<file path="config.mk">
export PLATFORM = sky130hd
export DESIGN_NAME = flash_checksum_scanner
export DESIGN_NICKNAME = d
export VERILOG_FILES = /design/src/pkg/crc_scan_pkg.sv /design/src/hdl/flash_crc_engine.sv /design/src/hdl/flash_crc_fetch.sv /design/src/hdl/flash_checksum_scanner.sv
export SDC_FILE = /design/constraint.sdc
export NUM_CORES = 1
export LEC_CHECK = 0
export BUFFER_PORTS_ARGS = -buffer_cell sky130_fd_sc_hd__buf_4
export CAP_MARGIN = 0
export CORE_ASPECT_RATIO = 0.6
export CORE_MARGIN = 5
export CORE_UTILIZATION = 40
export DETAILED_ROUTE_END_ITERATION = 10
export PLACE_DENSITY_LB_ADDON = 0.2
export SLEW_MARGIN = 10
export SYNTH_ARGS = -nofsm -noshare
export SYNTH_HDL_FRONTEND = slang
export SYNTH_HIERARCHICAL = 1
export SYNTH_SLANG_ARGS = --single-unit
</file>
<file path="constraint.sdc">
create_clock -name CORE_CLK -period 9.7 [get_ports CORE_CLK]
set_input_delay 1.94 -clock CORE_CLK [delete_from_list [all_inputs] [get_ports CORE_CLK]]
set_output_delay 1.94 -clock CORE_CLK [all_outputs]
set_load 0.01 [all_outputs]
</file>
<file path="src/pkg/crc_scan_pkg.sv">
// Shared constants, carrier types and the checksum step of the flash checksum scanner.
package crc_scan_pkg;

    // Register indices; the bus byte address is four times the index.
    localparam logic [1:0] IDX_SCAN_CONTROL = 2'h0;
    localparam logic [1:0] IDX_SCAN_SOURCE  = 2'h1;
    localparam logic [1:0] IDX_SCAN_STATE   = 2'h2;
    localparam int         BUS_ADDR_W       = 4;
    localparam int         IDX_LSB          = 2;

    // Field positions inside the three registers.
    localparam int CTL_ENABLE_BIT = 0;
    localparam int CTL_FAILURE_INTERRUPT_ENABLE_BIT  = 1;
    localparam int CTL_RESET_BIT  = 7;
    localparam int SRC_LSB        = 0;
    localparam int MODE_LSB       = 4;
    localparam int STAT_BUSY_BIT  = 0;
    localparam int STAT_OK_BIT    = 1;

    // Values after reset.
    localparam logic [7:0] SCAN_CONTROL_RESET = 8'h00;
    localparam logic [7:0] SCAN_SOURCE_RESET  = 8'h00;
    localparam logic [7:0] SCAN_STATE_RESET   = 8'h02;

    // Section select and access mode encodings.
    localparam logic [1:0] SRC_FULL_FLASH     = 2'h0;
    localparam logic [1:0] SRC_BOOT_PLUS_APP  = 2'h1;
    localparam logic [1:0] SRC_BOOT_ONLY      = 2'h2;
    localparam logic [1:0] MODE_PRIORITY      = 2'h0;
    localparam logic [1:0] MODE_STARTUP       = 2'h1;

    // Cycle counts at the core clock.
    localparam int         START_DELAY_CYCLES = 3;
    localparam logic [1:0] START_DELAY_LAST   = 2'(START_DELAY_CYCLES - 1);
    localparam int         FETCH_PERIOD       = 3;
    localparam logic [1:0] FETCH_DIV_LAST     = 2'(FETCH_PERIOD - 1);

    // Flash geometry in 16-bit words; a fuse unit is 256 bytes, 128 words.
    localparam int                    FLASH_WORD_AW   = 15;
    localparam logic [FLASH_WORD_AW-1:0] FLASH_LAST_WORD = 15'h7fff;
    localparam int                    FUSE_WORD_SHIFT = 7;

    // Checksum polynomial x^16+x^12+x^5+1 and its start value.
    localparam logic [15:0] CRC_POLY = 16'h1021;
    localparam logic [15:0] CRC_INIT = 16'hffff;

    // Avalon-MM request from the master.
    typedef struct packed {
        logic                  read;
        logic                  write;
        logic [BUS_ADDR_W-1:0] address;
        logic [31:0]           writedata;
        logic [3:0]            byteenable;
    } avm_req_t;

    // Word fetch toward the flash array.
    typedef struct packed {
        logic                     rd;
        logic [FLASH_WORD_AW-1:0] addr;
    } flash_req_t;

    // One byte through the checksum shifter, most significant bit first.
    function automatic logic [15:0] crc16_byte(input logic [15:0] crc, input logic [7:0] data);
        logic [15:0] c;
        c = crc;
        for (int i = 7; i >= 0; i--)
        begin
            if (c[15] ^ data[i])
                c = {c[14:0], 1'b0} ^ CRC_POLY;
            else
                c = {c[14:0], 1'b0};
        end
        return c;
    endfunction

endpackage

</file>
<file path="src/hdl/flash_crc_engine.sv">
// Checksum register that folds in one flash word, low byte first, per valid cycle.
`timescale 1ns/1ps
module flash_crc_engine
    import crc_scan_pkg::*;
(
    // Clock and reset.
    input  wire logic        clk,
    input  wire logic        rst_n,
    // Word stream.
    input  wire logic        clear,
    input  wire logic        word_valid,
    input  wire logic [15:0] word,
    // Running checksum.
    output logic [15:0]      crc
);
    logic [15:0] crc_reg;

    // Byte zero sits in the low half of each word, so it is shifted in first.
    always_ff @(posedge clk or negedge rst_n)
    begin
        if (!rst_n)
            crc_reg <= CRC_INIT;
        else if (clear)
            crc_reg <= CRC_INIT;
        else if (word_valid)
            crc_reg <= crc16_byte(crc16_byte(crc_reg, word[7:0]), word[15:8]);
    end

    assign crc = crc_reg;
endmodule

</file>
<file path="src/hdl/flash_crc_fetch.sv">
// Paced word fetch sequencer that walks a flash section from word zero upward.
`timescale 1ns/1ps
module flash_crc_fetch
    import crc_scan_pkg::*;
(
    // Clock and reset.
    input  wire logic                     clk,
    input  wire logic                     rst_n,
    // Control from the scanner.
    input  wire logic                     start,
    input  wire logic                     run,
    input  wire logic [FLASH_WORD_AW-1:0] last_word,
    // Flash side.
    output crc_scan_pkg::flash_req_t      flash_req,
    // Word stream toward the checksum.
    output logic                          word_valid,
    output logic                          word_last
);
    logic [1:0]               div_reg;
    logic [FLASH_WORD_AW-1:0] addr_reg;
    logic                     issued_all_reg;
    logic                     rd_reg;
    logic [FLASH_WORD_AW-1:0] rd_addr_reg;
    logic                     rd_last_reg;
    logic                     valid_reg;
    logic                     last_reg;
    logic                     issue;

    // Divider gives one fetch slot every third core cycle.
    always_ff @(posedge clk or negedge rst_n)
    begin
        if (!rst_n)
            div_reg <= 2'h0;
        else if (start || !run)
            div_reg <= 2'h0;
        else if (div_reg == FETCH_DIV_LAST)
            div_reg <= 2'h0;
        else
            div_reg <= div_reg + 2'h1;
    end

    assign issue = run && !start && (div_reg == 2'h0) && !issued_all_reg;

    // Address walk; stops issuing once the last word of the section went out.
    always_ff @(posedge clk or negedge rst_n)
    begin
        if (!rst_n)
        begin
            addr_reg       <= '0;
            issued_all_reg <= 1'b0;
        end
        else if (start)
        begin
            addr_reg       <= '0;
            issued_all_reg <= 1'b0;
        end
        else if (issue)
        begin
            addr_reg       <= addr_reg + 1'b1;
            issued_all_reg <= (addr_reg == last_word);
        end
    end

    // Registered request, then the data cycle one edge later.
    always_ff @(posedge clk or negedge rst_n)
    begin
        if (!rst_n)
        begin
            rd_reg      <= 1'b0;
            rd_addr_reg <= '0;
            rd_last_reg <= 1'b0;
            valid_reg   <= 1'b0;
            last_reg    <= 1'b0;
        end
        else
        begin
            rd_reg      <= issue;
            rd_addr_reg <= issue ? addr_reg : rd_addr_reg;
            rd_last_reg <= issue && (addr_reg == last_word);
            valid_reg   <= rd_reg && run;
            last_reg    <= rd_reg && run && rd_last_reg;
        end
    end

    assign flash_req.rd   = rd_reg;
    assign flash_req.addr = rd_addr_reg;
    assign word_valid     = valid_reg;
    assign word_last      = last_reg;
endmodule

</file>
<file path="src/hdl/flash_checksum_scanner.sv">
// Flash checksum scanner: register file, scan sequencing, pass flag and failure interrupt.
//
// Operation
// - Debugger clearing pass flag raises interrupt if enabled.
// - After interrupt, all register writes are ignored.
// - Debugger writing pass flag one reads one.
// - Debugger control writes behave like processor writes.
// - Self-reset strobe clears registers next cycle.
// - Strobe accepted when interrupt off, else only idle.
// - Interrupt enable set when idle, sticky until reset.
// - Writing enable one starts check; zero ignored.
// - Start-up scan leaves enable reading one.
// - Source register locked while busy or after interrupt.
// - Priority access mode halts processor until done.
// - Section select picks full, boot+app, or boot.
// - Start-up scan reports the section it checked.
// - Status resets to pass flag set.
// - Pass flag one means checksum matched.
// - Busy reads one during a check.
// - CCITT polynomial, start all ones, MSB first.
// - Check begins three cycles after enable write.
// - One flash word fetched every third cycle.
// - Mismatch clears pass flag; interrupt held until reset.
`timescale 1ns/1ps
module flash_checksum_scanner
    import crc_scan_pkg::*;
(
    // Clock and reset.
    input  wire logic                  CORE_CLK,
    input  wire logic                  RST_N,
    // Avalon-MM register slave.
    input  crc_scan_pkg::avm_req_t     AVS_REQ,
    output logic [31:0]                AVS_READDATA,
    output logic                       AVS_WAITREQUEST,
    // Start-up configuration and section ends.
    input  wire logic                  STARTUP_SCAN_EN,
    input  wire logic [1:0]            STARTUP_SRC,
    input  wire logic [7:0]            FUSE_BOOTEND,
    input  wire logic [7:0]            FUSE_APPEND,
    // Flash array.
    output crc_scan_pkg::flash_req_t   FLASH_REQ,
    input  wire logic [15:0]           FLASH_RDATA,
    // Processor side.
    output logic                       CPU_STALL,
    output logic                       CPU_RUN_OK,
    output logic                       NMI_REQ
);
    import crc_scan_pkg::*;

    typedef enum logic [1:0] {
        ST_IDLE  = 2'b00,
        ST_DELAY = 2'b01,
        ST_SCAN  = 2'b11,
        ST_CHECK = 2'b10
    } scan_state_t;

    scan_state_t              state_reg;
    scan_state_t              state_next;
    logic                     ack_reg;
    logic [31:0]              readdata_reg;
    logic                     enable_reg;
    logic                     failure_interrupt_enable_reg;
    logic [1:0]               mode_reg;
    logic [1:0]               src_reg;
    logic                     busy_reg;
    logic                     ok_reg;
    logic                     nmi_reg;
    logic                     self_reset_reg;
    logic [1:0]               delay_reg;
    logic                     boot_arm_reg;
    logic                     boot_phase_reg;
    logic                     run_ok_reg;
    logic                     stall_reg;
    logic                     bus_take;
    logic                     wr_take;
    logic [1:0]               wr_idx;
    logic [7:0]               wdata;
    logic                     wr_ctrl;
    logic                     wr_src;
    logic                     wr_stat;
    logic                     strobe_ok;
    logic                     start_req;
    logic                     dbg_start;
    logic                     dbg_stop;
    logic                     boot_go;
    logic                     abort;
    logic                     scan_start;
    logic                     check_pass;
    logic                     word_valid;
    logic                     word_last;
    logic [15:0]              crc;
    logic [FLASH_WORD_AW-1:0] last_word;

    // Last word of a section given the select code; reserved code scans everything.
    function automatic logic [FLASH_WORD_AW-1:0] section_end(input logic [1:0] sel);
        logic [FLASH_WORD_AW-1:0] e;
        case (sel)
            SRC_BOOT_PLUS_APP: e = FLASH_WORD_AW'({FUSE_APPEND, 7'h00}) - 1'b1;
            SRC_BOOT_ONLY:     e = FLASH_WORD_AW'({FUSE_BOOTEND, 7'h00}) - 1'b1;
            default:           e = FLASH_LAST_WORD;
        endcase
        return e;
    endfunction

    // Read-back image of one register; unmapped indices read as zero.
    function automatic logic [7:0] reg_image(input logic [1:0] idx);
        logic [7:0] v;
        v = 8'h00;
        case (idx)
            IDX_SCAN_CONTROL:
            begin
                v[CTL_ENABLE_BIT] = enable_reg;
                v[CTL_FAILURE_INTERRUPT_ENABLE_BIT]  = failure_interrupt_enable_reg;
            end
            IDX_SCAN_SOURCE:
            begin
                v[MODE_LSB +: 2] = mode_reg;
                v[SRC_LSB +: 2]  = src_reg;
            end
            IDX_SCAN_STATE:
            begin
                v[STAT_BUSY_BIT] = busy_reg;
                v[STAT_OK_BIT]   = ok_reg;
            end
            default: v = 8'h00;
        endcase
        return v;
    endfunction

    // Every access waits exactly one cycle, so decode and read data settle in a flop.
    assign AVS_WAITREQUEST = (AVS_REQ.read || AVS_REQ.write) && !ack_reg;
    assign bus_take        = (AVS_REQ.read || AVS_REQ.write) && ack_reg;

    always_ff @(posedge CORE_CLK or negedge RST_N)
    begin
        if (!RST_N)
            ack_reg <= 1'b0;
        else
            ack_reg <= (AVS_REQ.read || AVS_REQ.write) && !ack_reg;
    end

    // Read data is captured in the waiting cycle and held until the next read.
    always_ff @(posedge CORE_CLK or negedge RST_N)
    begin
        if (!RST_N)
            readdata_reg <= 32'h0000_0000;
        else if (AVS_REQ.read && !ack_reg)
            readdata_reg <= {24'h00_0000, reg_image(AVS_REQ.address[IDX_LSB +: 2])};
    end

    assign AVS_READDATA = readdata_reg;

    // Write decode; the one bus carries processor and debugger writes alike.
    assign wr_take   = bus_take && AVS_REQ.write && AVS_REQ.byteenable[0] && !nmi_reg;
    assign wr_idx    = AVS_REQ.address[IDX_LSB +: 2];
    assign wdata     = AVS_REQ.writedata[7:0];
    assign wr_ctrl   = wr_take && (wr_idx == IDX_SCAN_CONTROL);
    assign wr_src    = wr_take && (wr_idx == IDX_SCAN_SOURCE) && !busy_reg;
    assign wr_stat   = wr_take && (wr_idx == IDX_SCAN_STATE);

    // The strobe may abort a running check only while failures cannot interrupt.
    assign strobe_ok = wr_ctrl && wdata[CTL_RESET_BIT] && (!failure_interrupt_enable_reg || !busy_reg);
    assign start_req = wr_ctrl && wdata[CTL_ENABLE_BIT] && !strobe_ok && !busy_reg;
    assign dbg_start = wr_stat && wdata[STAT_BUSY_BIT] && !busy_reg;
    assign dbg_stop  = wr_stat && !wdata[STAT_BUSY_BIT] && busy_reg;
    assign boot_go   = boot_arm_reg && STARTUP_SCAN_EN;
    assign abort     = self_reset_reg || dbg_stop;
    assign last_word = section_end(src_reg);

    // The full checksum, stored value included, folds to zero on a match.
    assign check_pass = (crc == 16'h0000);

    // Scan sequencer.
    always_comb
    begin
        state_next = state_reg;
        case (state_reg)
            ST_IDLE:
            begin
                if (boot_go || dbg_start)
                    state_next = ST_SCAN;
                else if (start_req)
                    state_next = ST_DELAY;
            end
            ST_DELAY:
            begin
                if (delay_reg == START_DELAY_LAST)
                    state_next = ST_SCAN;
            end
            ST_SCAN:
            begin
                if (word_valid && word_last)
                    state_next = ST_CHECK;
            end
            ST_CHECK:
                state_next = ST_IDLE;
            default:
                state_next = ST_IDLE;
        endcase
        if (abort)
            state_next = ST_IDLE;
    end

    always_ff @(posedge CORE_CLK or negedge RST_N)
    begin
        if (!RST_N)
            state_reg <= ST_IDLE;
        else
            state_reg <= state_next;
    end

    assign scan_start = (state_next == ST_SCAN) && (state_reg != ST_SCAN);

    // Start delay counter; the processor keeps running through these cycles.
    always_ff @(posedge CORE_CLK or negedge RST_N)
    begin
        if (!RST_N)
            delay_reg <= 2'h0;
        else if (state_reg == ST_DELAY)
            delay_reg <= delay_reg + 2'h1;
        else
            delay_reg <= 2'h0;
    end

    // Busy follows the sequencer so it reads one from the start write onward.
    always_ff @(posedge CORE_CLK or negedge RST_N)
    begin
        if (!RST_N)
            busy_reg <= SCAN_STATE_RESET[STAT_BUSY_BIT];
        else
            busy_reg <= (state_next != ST_IDLE);
    end

    // Strobe is remembered one cycle and never read back as one.
    always_ff @(posedge CORE_CLK or negedge RST_N)
    begin
        if (!RST_N)
            self_reset_reg <= 1'b0;
        else
            self_reset_reg <= strobe_ok;
    end

    // Enable bit: set by a start or the start-up scan, cleared only by the strobe.
    always_ff @(posedge CORE_CLK or negedge RST_N)
    begin
        if (!RST_N)
            enable_reg <= SCAN_CONTROL_RESET[CTL_ENABLE_BIT];
        else if (self_reset_reg)
            enable_reg <= 1'b0;
        else if (start_req || boot_go)
            enable_reg <= 1'b1;
    end

    // Interrupt enable survives the strobe; only system reset clears it.
    always_ff @(posedge CORE_CLK or negedge RST_N)
    begin
        if (!RST_N)
            failure_interrupt_enable_reg <= SCAN_CONTROL_RESET[CTL_FAILURE_INTERRUPT_ENABLE_BIT];
        else if (wr_ctrl && wdata[CTL_FAILURE_INTERRUPT_ENABLE_BIT] && !busy_reg)
            failure_interrupt_enable_reg <= 1'b1;
    end

    // Source and access mode; the start-up scan loads what it is about to check.
    always_ff @(posedge CORE_CLK or negedge RST_N)
    begin
        if (!RST_N)
        begin
            mode_reg <= SCAN_SOURCE_RESET[MODE_LSB +: 2];
            src_reg  <= SCAN_SOURCE_RESET[SRC_LSB +: 2];
        end
        else if (self_reset_reg)
        begin
            mode_reg <= 2'h0;
            src_reg  <= 2'h0;
        end
        else if (boot_go)
        begin
            mode_reg <= MODE_STARTUP;
            src_reg  <= STARTUP_SRC;
        end
        else if (wr_src)
        begin
            mode_reg <= wdata[MODE_LSB +: 2];
            src_reg  <= wdata[SRC_LSB +: 2];
        end
    end

    // Pass flag: the hardware verdict outranks a debugger write in the same cycle.
    always_ff @(posedge CORE_CLK or negedge RST_N)
    begin
        if (!RST_N)
            ok_reg <= SCAN_STATE_RESET[STAT_OK_BIT];
        else if (self_reset_reg)
            ok_reg <= 1'b0;
        else if (state_reg == ST_CHECK)
            ok_reg <= check_pass;
        else if (wr_stat)
            ok_reg <= wdata[STAT_OK_BIT];
    end

    // Failure interrupt is sticky; nothing but system reset lowers it.
    always_ff @(posedge CORE_CLK or negedge RST_N)
    begin
        if (!RST_N)
            nmi_reg <= 1'b0;
        else if (failure_interrupt_enable_reg && (state_reg == ST_CHECK) && !check_pass)
            nmi_reg <= 1'b1;
        else if (failure_interrupt_enable_reg && wr_stat && !wdata[STAT_OK_BIT] && (state_reg != ST_CHECK))
            nmi_reg <= 1'b1;
    end

    // Start-up scan is armed for the first edge after reset release only.
    always_ff @(posedge CORE_CLK or negedge RST_N)
    begin
        if (!RST_N)
        begin
            boot_arm_reg   <= 1'b1;
            boot_phase_reg <= 1'b0;
            run_ok_reg     <= 1'b0;
        end
        else
        begin
            boot_arm_reg <= 1'b0;
            if (boot_go)
                boot_phase_reg <= 1'b1;
            else if (boot_phase_reg && (state_reg == ST_CHECK) && check_pass)
                boot_phase_reg <= 1'b0;
            // A failed start-up check keeps the processor out of normal execution.
            if (boot_arm_reg && !STARTUP_SCAN_EN)
                run_ok_reg <= 1'b1;
            else if (boot_phase_reg && (state_reg == ST_CHECK) && check_pass)
                run_ok_reg <= 1'b1;
        end
    end

    // Priority access holds the processor for the whole active scan.
    always_ff @(posedge CORE_CLK or negedge RST_N)
    begin
        if (!RST_N)
            stall_reg <= 1'b0;
        else
            stall_reg <= (state_next == ST_SCAN) || (state_next == ST_CHECK);
    end

    assign CPU_STALL  = stall_reg;
    assign CPU_RUN_OK = run_ok_reg;
    assign NMI_REQ    = nmi_reg;

    // Word fetcher paced by the core clock divider; an abort stops it in the same cycle,
    // so no fetch goes out after the processor has been let go.
    flash_crc_fetch flash_crc_fetch_inst (
        .clk        (CORE_CLK),
        .rst_n      (RST_N),
        .start      (scan_start),
        .run        ((state_reg == ST_SCAN) && !abort),
        .last_word  (last_word),
        .flash_req  (FLASH_REQ),
        .word_valid (word_valid),
        .word_last  (word_last)
    );

    // Checksum accumulator fed straight from the flash data in the data cycle.
    flash_crc_engine flash_crc_engine_inst (
        .clk        (CORE_CLK),
        .rst_n      (RST_N),
        .clear      (scan_start),
        .word_valid (word_valid),
        .word       (FLASH_RDATA),
        .crc        (crc)
    );
endmodule

</file>
=== Word level (Yosys, flattened, before mapping) ===
Cells that the tools add are included.

* Add/sub/neg operators: 5
* Multiply operators: 0
* Divide/modulo/power cells: 0
* Magnitude comparators: 0
* Equality and inequality tests: 14
* Shift operators: 0
* Mux-type cells: 81
* Bitwise logic cells: 32
* Reductions and logical operators: 72

{| class="wikitable"
|+ Operators by type and width
! kind !! count
|-
| $mux 16 || 32
|-
| $mux 13 || 16
|-
| $not 3->3 || 16
|-
| $logic_and 1x1->1 || 39
|-
| $mux 15 || 2
|-
| $mux 2 || 15
|-
| $pmux 15 s2 || 1
|-
| $sub 15x1->15 const B || 2
|-
| $eq 2x2->1 const B || 8
|-
| $logic_not 16->1 || 1
|-
| $xor 1x1->1 || 16
|-
| $add 15x1->15 const B || 1
|-
| $eq 15x15->1 || 1
|-
| $reduce_bool 2->1 || 7
|-
| $logic_not 1->1 || 13
|-
| $mux 1 || 13
|-
| $pmux 2 s4 || 1
|-
| $logic_or 1x1->1 || 7
|-
| $eq 2x1->1 const B || 3
|-
| $logic_not 2->1 || 3
|-
| $pmux 2 s3 || 1
|-
| $reduce_bool 3->1 || 2
|-
| $add 2x1->2 const B || 2
|-
| $ne 2x2->1 const B || 2
|}

* Register bits: 76
* Latch bits: 0
* Memory bits (writable): 0
* Memory bits (read-only): 0
* Bits of input ports: 79
* Output and inout bits: 52
* Word-level logic and storage cells: 229
* Memories kept: 0

=== Logic depth before layout (Yosys ltp) ===
Gate-level depths: netlist of run 1.

* Depth after elaboration: 78
* Depth in mapped cells: 11
* Depth with buffers taken out: 10

=== Hierarchy ===
The synthesis of run 1 kept the hierarchy.

{| class="wikitable"
|+ Modules (own cells, without submodules)
! module !! times used !! cells an instance !! area each (um2) !! seq. area each (um2)
|-
| flash_crc_fetch || 1 || 164 || 1789.2 || 925.9
|-
| flash_checksum_scanner || 1 || 189 || 1682.9 || 578.1
|-
| flash_crc_engine || 1 || 113 || 1234.9 || 420.4
|}

=== Least setup slack after synthesis of run 1 ===
Ideal clock, no wire load.

* Path kind: in2reg
* Start: input port AVS_REQ[40] (netlist name)
* End: register flash_crc_fetch_inst.addr_reg[14]
* Setup time: 0.077 ns
* Arrival: 4.716 ns
* Required time: 9.623 ns
* Setup slack: 4.906 ns
* Stages on the path: 11
* Buffers on the path: 3
* Cell sequence: nand4b_1 > nor3b_2 > a31o_2 > a221oi_1 > buf_6 > or4b_4 > buf_6 > or4b_1 > buf_2 > or4_1 > a21oi_1

* Longest elaborated chain between the ends: 22
* Elaborated cells between the ends (all ways): 33
* Classes of those cells: eq/ne (1); mux (5); reduce/logical (27)

{| class="wikitable"
|+ Ends and longest elaborated chain
! item !! line !! text
|-
| start, declared || flash_checksum_scanner.sv:32 || <nowiki>input crc_scan_pkg::avm_req_t AVS_REQ,</nowiki>
|-
| $logic_or 1x1->1 || flash_checksum_scanner.sv:132 || <nowiki>assign bus_take = (AVS_REQ.read || AVS_REQ.write) && ack_reg;</nowiki>
|-
| $logic_and 1x1->1 || flash_checksum_scanner.sv:132 ||
|-
| $logic_and 1x1->1 * (3 in a row) || flash_checksum_scanner.sv:154 || <nowiki>assign wr_take = bus_take && AVS_REQ.write && AVS_REQ.byteenable[0] && !nmi_reg;</nowiki>
|-
| $logic_and 1x1->1 || flash_checksum_scanner.sv:157 || <nowiki>assign wr_ctrl = wr_take && (wr_idx == IDX_SCAN_CONTROL);</nowiki>
|-
| $logic_and 1x1->1 (2 in a row) || flash_checksum_scanner.sv:162 || <nowiki>assign strobe_ok = wr_ctrl && wdata[CTL_RESET_BIT] && (!failure_interrupt_enable_reg || !busy_reg);</nowiki>
|-
| $logic_not 1->1 || flash_checksum_scanner.sv:163 || <nowiki>assign start_req = wr_ctrl && wdata[CTL_ENABLE_BIT] && !strobe_ok && !busy_reg;</nowiki>
|-
| $logic_and 1x1->1 (2 in a row) || flash_checksum_scanner.sv:163 ||
|-
| $mux 2 || flash_checksum_scanner.sv:182 || <nowiki>else if (start_req)</nowiki>
|-
| $mux 2 || flash_checksum_scanner.sv:180 || <nowiki>if (boot_go || dbg_start)</nowiki>
|-
| $pmux 2 s4 || flash_checksum_scanner.sv:177 || <nowiki>case (state_reg)</nowiki>
|-
| $mux 2 * || flash_checksum_scanner.sv:200 || <nowiki>if (abort)</nowiki>
|-
| $eq 2x2->1 * || flash_checksum_scanner.sv:212 || <nowiki>assign scan_start = (state_next == ST_SCAN) && (state_reg != ST_SCAN);</nowiki>
|-
| $logic_and 1x1->1 * || flash_checksum_scanner.sv:212 ||
|-
| named net scan_start || flash_checksum_scanner.sv:87 || <nowiki>logic scan_start;</nowiki>
|-
| $logic_not 1->1 || flash_crc_fetch.sv:42 || <nowiki>assign issue = run && !start && (div_reg == 2'h0) && !issued_all_reg;</nowiki>
|-
| $logic_and 1x1->1 (3 in a row) || flash_crc_fetch.sv:42 ||
|-
| $reduce_bool 2->1 (no source line) || n/a ||
|-
| end signal, assigned || flash_crc_fetch.sv:59 || <nowiki>addr_reg <= addr_reg + 1'b1;</nowiki>
|-
| end, declared || flash_crc_fetch.sv:20 || <nowiki>logic [FLASH_WORD_AW-1:0] addr_reg;</nowiki>
|}

Mark *: on every way through the listed nets, which the timed path passes. The rest lies on a longest branch.
A chain may end at the register's enable or synchronous reset.

=== Worst setup path in the final report of run 1 ===
Ends and elaborated chain as after synthesis.

==> results of run 1 <==
metal layers:
layer  GRT usage  vias to the layer above  part of all wire
li1            -                     1700                 -
met1       0.257                     1704              0.53
met2       0.224                      108              0.40
met3      0.0434                        8             0.071
met4      0.0327                        0            0.0062
met5           0                        -                 0
cell families after synthesis:
| family | synth area share |
|---|---|
| adders and majority gates | 0.0159 |
| muxes | 0.0529 |
| buffers and inverters | 0.0816 |
| and+or+nand+nor | 0.162 |
| AOI/OAI and AO/OA | 0.110 |
| xor gates and xnor gates | 0.167 |
| DFF | 0.409 |
| other | 0.00160 |
synth_stat cells, types with 13 or more instances:
master,number,share of area
inv_1,19,0.015
o21ai_0,14,0.015
nand2_1,23,0.018
buf_4,29,0.046
nor2_1,36,0.029
dfrtp_1,58,0.31
a21oi_1,28,0.030
mux2_2,15,0.036
xor2_1,37,0.069
xnor2_1,28,0.052
clkbuf_1,13,0.010
dfstp_2,18,0.10
power by group through the flow:
stage	logic [mW]	clock network, mW	registers [mW]
final	0.726	0.331	0.481
after global routing	0.787	0.353	0.491
after CTS	0.729	0.341	0.480
after detailed placement	0.725	0	0.485
after global placement	0.707	0	0.482
after floorplan	0.578	0	0.453
cell type report:
cell class                      instances  share of cell area
Timing Repair Buffer                   72              0.0969
Inverter                               20              0.0135
Sequential cell                        76               0.345
Multi-Input combinational cell        356               0.456
Clock inverter                          6              0.0117
Clock buffer                           10              0.0410
Tap cell                              160              0.0359
how the worst min path moves through the flow:
stage	end	slack, ps
floorplan	delay_reg[0]	400
global placement	delay_reg[0]	420
detailed placement	delay_reg[0]	420
CTS	delay_reg[0]	430
global route	flash_crc_fetch_inst/div_reg[1]	460
finish	delay_reg[0]	430
cells in the final DEF, fill, tap and decap left out, types with 4 or more instances in the layout:
cell type / Yosys / final
mux2_2: 15 / 15
clkinvlp_4: 0 / 4
dfrtp_1: 58 / 58
a21oi_1: 28 / 28
nand4_1: 4 / 4
a211oi_1: 4 / 4
xnor2_1: 28 / 28
nor2b_1: 5 / 5
xnor2_2: 5 / 5
nand2_1: 23 / 23
xor2_1: 37 / 37
nor2_1: 36 / 36
ha_1: 6 / 6
and3_1: 6 / 6
a221o_1: 6 / 6
mux2i_1: 8 / 8
o21ai_0: 14 / 14
or3_1: 6 / 6
inv_1: 19 / 19
nor3_1: 12 / 12
a211o_1: 6 / 6
clkbuf_16: 0 / 9
dfstp_2: 18 / 18
nor4_1: 12 / 12
conb_1: 2 / 36
nand3_1: 6 / 6
buf_4: 29 / 72
nand2b_1: 5 / 5
==> impl_metrics.env, run 1 <==
export IMPL_num_rows=30
export IMPL_grt_total_usage=0.164
export IMPL_largest_reg_flops=16
export IMPL_num_vias=3520
export IMPL_yosysUniqueCellTypes=62
export IMPL_clockBufferDepth=2
export IMPL_combPwrFrac=0.472
export IMPL_fin_hold_ws_ps=425
export IMPL_synthFlopType="dfrtp_1"
export IMPL_clk_latency_ps=330
export IMPL_p_switching_uw=589
export IMPL_r2r_end="flash_crc_fetch_inst/addr_reg[14]"
export IMPL_startpoint_type="input pin"
export IMPL_post_route_drc_count=0
export IMPL_power_share_clock=0.215
export IMPL_crit_family="simple AND/OR/NAND/NOR gates"
export IMPL_reg2reg_depth=9
export IMPL_die_w_um=150
export IMPL_critPathLaunch="AVS_REQ[40]"
export IMPL_cpMostUsedCell="buf_4"
export IMPL_max_freq_mhz=198
export IMPL_p_int_uw=948
export IMPL_p_total_mw=1.54
export IMPL_setup_viol=0
export IMPL_grt_pass1_wl_um=18200
export IMPL_syn_area_per_cell_um2=10.1
export IMPL_seq_power_share=0.313
export IMPL_multiInputGateArea_um2=2540
export IMPL_ant_nets=0
export IMPL_min_period_ps=5060
export IMPL_drv_slew=0
export IMPL_drive_above_1_share=0.263
export IMPL_clk_pin_slew_worst_paths_ps=60
export IMPL_finalWirelength_um=11200
export IMPL_cap_violations=0
export IMPL_io_buffers=70
export IMPL_seq_area_um2=1920
export IMPL_ys_warn_count=6
export IMPL_viasPerCell=5.03
export IMPL_hp_class="reg -> reg"
export IMPL_fin_crit_sh=0.522
export IMPL_cp_slowest_stage_delay_ps=710
export IMPL_crit_fanout=39
export IMPL_die_h_um=94.0
export IMPL_dpl_cell_area_um2=5280
export IMPL_cts_buffers=9
export IMPL_ios=131
export IMPL_gr_total_overflow=0
export IMPL_ir_drop_mv=0.112
export IMPL_cts_tree="yes"
export IMPL_drt_pass1_iterations=5
export IMPL_hold_buffers=0
export IMPL_syn_inst=466
export IMPL_core_um2=11400
export IMPL_nFillCells=1073
export IMPL_hold_violations=0
export IMPL_postCtsSetupBuffers=0
export IMPL_synth_seq_cells=76
export IMPL_power_density_nw_per_um2=276
export IMPL_cp_num_buf_inv=2
export IMPL_diodes=0
export IMPL_antenna_found_initial=0
export IMPL_cp_arrival_ps=5310
export IMPL_avgRoutedWirePerCell_um=16.0
export IMPL_stdcell_area_um2=5580
export IMPL_gp_congestion=0.853
export IMPL_syn2layout_area_growth_pct=18.5
export IMPL_min_delay_path_depth=1
export IMPL_critPathKind="in -> reg"
export IMPL_status="completed"
export IMPL_rsz0062_at_grt="no"
export IMPL_slew_limit_headroom=0.350
export IMPL_leakagePower_nw=2.59
export IMPL_cp_endpoint="flash_crc_fetch_inst/addr_reg[14]"
export IMPL_drt_iter0_drc=262
export IMPL_clock_sinks=76
export IMPL_numPlacedInstances=684
export IMPL_cts_resized=0
export IMPL_reg2reg_slack_ps=5830
export IMPL_htreeDepth=3
export IMPL_yosysSeqAreaShare=0.409
export IMPL_cp_required_ps=9950
export IMPL_fin_skew_ps=7.77
export IMPL_synth_edf_count=0
export IMPL_tightest_slew_ps=975
export IMPL_critical_path_depth=10
export IMPL_root_buffer="clkbuf_16"
export IMPL_synth_async_reset_ratio=1.00
export IMPL_cpMaxStageDelayCell="or4b_1"
export IMPL_place_ws_ps=4340
export IMPL_dp_hpwl_um=8440
export IMPL_fin_ws_ps=4640
export IMPL_timing_rr_start="NMI_REQ"
export IMPL_grt_max_degree=77
export IMPL_final_cells=700
export IMPL_fin_nets=620
export IMPL_syn_cell_area_um2=4710
export IMPL_switching_share=0.383
export IMPL_fin_util=0.489
export IMPL_crit_chain="buf_4 -> nand4b_1 -> nor3b_2 -> a31o_2 -> a221oi_4 -> buf_4 -> or4b_4 -> or4b_1 -> or4_1 -> a21oi_1"
export IMPL_hp_start="delay_reg[0]"
export IMPL_critPathCaptureType="register"
export IMPL_die_area_um2=14100
export IMPL_initial_core_util=0.412
export IMPL_grt_pass1_vias=3428
export IMPL_setup_tns_ps=0
Power figures use the tool's default switching activity.
==> inputs of run 2 (changes only) <==
clock period = 4.7 ns   (was 9.7 ns; I/O delays follow)
==> run 2 against run 1 <==
Register-to-register slack got worse by 4600 ps. Die area unchanged. Routed wire length decreased by 0.90%. Global-route usage decreased by 0.14 points. Utilization increased by 0.14 points. Sequential cell count unchanged. Sequential power increased by 110%. Combinational power increased by 110%. Clock power increased by 110%. Cell count increased by 0.14%.
==> impl_metrics.env, run 2 (same netlist as run 1, synthesis figures left out) <==
export IMPL_status="completed"
export IMPL_gp_congestion=0.851
export IMPL_cts_resized=0
export IMPL_post_route_drc_count=0
export IMPL_largest_reg_flops=16
export IMPL_clockBufferDepth=2
export IMPL_slew_limit_headroom=0.358
export IMPL_antenna_found_initial=0
export IMPL_fin_nets=621
export IMPL_grt_max_degree=77
export IMPL_cpMaxStageDelayCell="or4b_1"
export IMPL_num_vias=3566
export IMPL_crit_chain="buf_4 -> nand4b_1 -> nor3b_2 -> a31o_2 -> a221oi_4 -> or4b_4 -> or4b_1 -> or4_1 -> a21oi_1"
export IMPL_min_period_ps=3710
export IMPL_met2_usage=0.216
export IMPL_startpoint_type="input pin"
export IMPL_cp_arrival_ps=3970
export IMPL_hold_buffers=0
export IMPL_drt_pass1_iterations=4
export IMPL_max_freq_mhz=270
export IMPL_met3_usage=0.0477
export IMPL_dp_hpwl_um=8400
export IMPL_hold_violations=0
export IMPL_cap_violations=0
export IMPL_p_total_mw=3.19
export IMPL_leakagePower_nw=2.60
export IMPL_power_density_nw_per_um2=571
export IMPL_htreeDepth=3
export IMPL_setup_viol=0
export IMPL_cp_required_ps=4960
export IMPL_cts_buffers=9
export IMPL_grt_pass1_vias=3469
export IMPL_ant_nets=0
export IMPL_final_common_cell="buf_4"
export IMPL_clk_latency_ps=340
export IMPL_fin_crit_sh=0.789
export IMPL_finalWirelength_um=11100
export IMPL_io_buffers=70
export IMPL_clk_pin_slew_worst_paths_ps=60
export IMPL_diodes=0
export IMPL_avgRoutedWirePerCell_um=15.9
export IMPL_gr_usage_met1=0.255
export IMPL_die_w_um=150
export IMPL_gr_total_overflow=0
export IMPL_drv_slew=0
export IMPL_cp_slowest_stage_delay_ps=720
export IMPL_clock_sinks=76
export IMPL_grt_total_usage=0.163
export IMPL_setup_tns_ps=0
export IMPL_fin_skew_ps=6.14
export IMPL_final_cells=701
export IMPL_rsz0062_at_grt="no"
export IMPL_ios=131
export IMPL_postCtsSetupBuffers=0
export IMPL_critPathCaptureType="register"
export IMPL_syn2layout_area_growth_pct=18.8
export IMPL_drive_above_1_share=0.266
export IMPL_num_rows=30
export IMPL_cts_tree="yes"
export IMPL_numPlacedInstances=685
export IMPL_die_area_um2=14100
export IMPL_grt_pass1_wl_um=18000
export IMPL_initial_core_util=0.412
export IMPL_layout_common_cells="73 x buf_4, 58 x dfrtp_1, 37 x xor2_1, 36 x nor2_1, 36 x conb_1"
export IMPL_crit_fanout=10
export IMPL_core_um2=11400
export IMPL_critPathKind="in -> reg"
export IMPL_root_buffer="clkbuf_16"
export IMPL_drt_iter0_drc=130
export IMPL_viasPerCell=5.09
export IMPL_hp_class="reg -> reg"
export IMPL_busiest_layer="met1"
export IMPL_ir_drop_mv=0.258
export IMPL_die_h_um=94.0
export IMPL_tightest_slew_ps=963
==> run 2: cell count changes in the layout (fill, tap and decap cells not counted), sizes merged <==
| cell | delta |
|---|---|
| clkinv | +2 |
| clkinvlp | -2 |
| buf | +1 |
==> run 2: worst max-delay path: cells and delay by family <==
family          cells  cell delay (ps)
compound gates      3              510
buf+inv             1               80
simple gates        5             2430
==> run 2: metal layers <==
| layer | wire [um] | vias up | share of wire |
|---|---|---|---|
| met2 | 4410 | 117 | 0.40 |
| met4 | 104 | 0 | 0.0094 |
| li1 | - | 1699 | - |
| met1 | 5730 | 1740 | 0.52 |
| met3 | 870 | 10 | 0.078 |
| met5 | 0 | - | 0 |
==> run 2: final timing paths <==
path	end	cells after the start	startpoint	slack, ps
setup / recovery	flash_crc_fetch_inst/addr_reg[14]	9	AVS_REQ[40]	990
hold / removal	flash_crc_fetch_inst/div_reg[1]	1	flash_crc_fetch_inst/div_reg[1]	430
setup reg to reg	flash_crc_fetch_inst/addr_reg[14]	8	NMI_REQ	1200
hold reg to reg	flash_crc_fetch_inst/div_reg[1]	1	flash_crc_fetch_inst/div_reg[1]	430
max in group asynchronous	flash_crc_fetch_inst/rd_addr_reg[10]	1	RST_N	3310
min in group asynchronous	AVS_READDATA[0]	1	RST_N	740
==> run 2: per-stage QoR <==
stage           util  instance area [um2]  setup WS (ps)  hold WS (ps)
2_1_floorplan      -                 4830            906           403
3_3_place_gp   0.464                 5290            716           412
3_5_place_dp   0.464                 5290            689           430
4_1_cts        0.490                 5590           1030           435
5_1_grt        0.490                 5590            849           464
6_report       0.490                 5590            993           433
==> run 2: where the power goes <==
group	internal [mW]	leakage (nW)	switching, mW
clock	0.424	0.144	0.269
sequential	0.829	0.947	0.162
combinational	0.723	1.51	0.784
total	1.98	2.60	1.22
==> run 2: layout make-up <==
class	count	area (um2)
Clock inverter	6	63.8
Fill cell	1080	5820
Multi-Input combinational cell	356	2540
Sequential cell	76	1920
Inverter	20	75.1
Tap cell	160	200
Timing Repair Buffer	73	548
Clock buffer	10	239
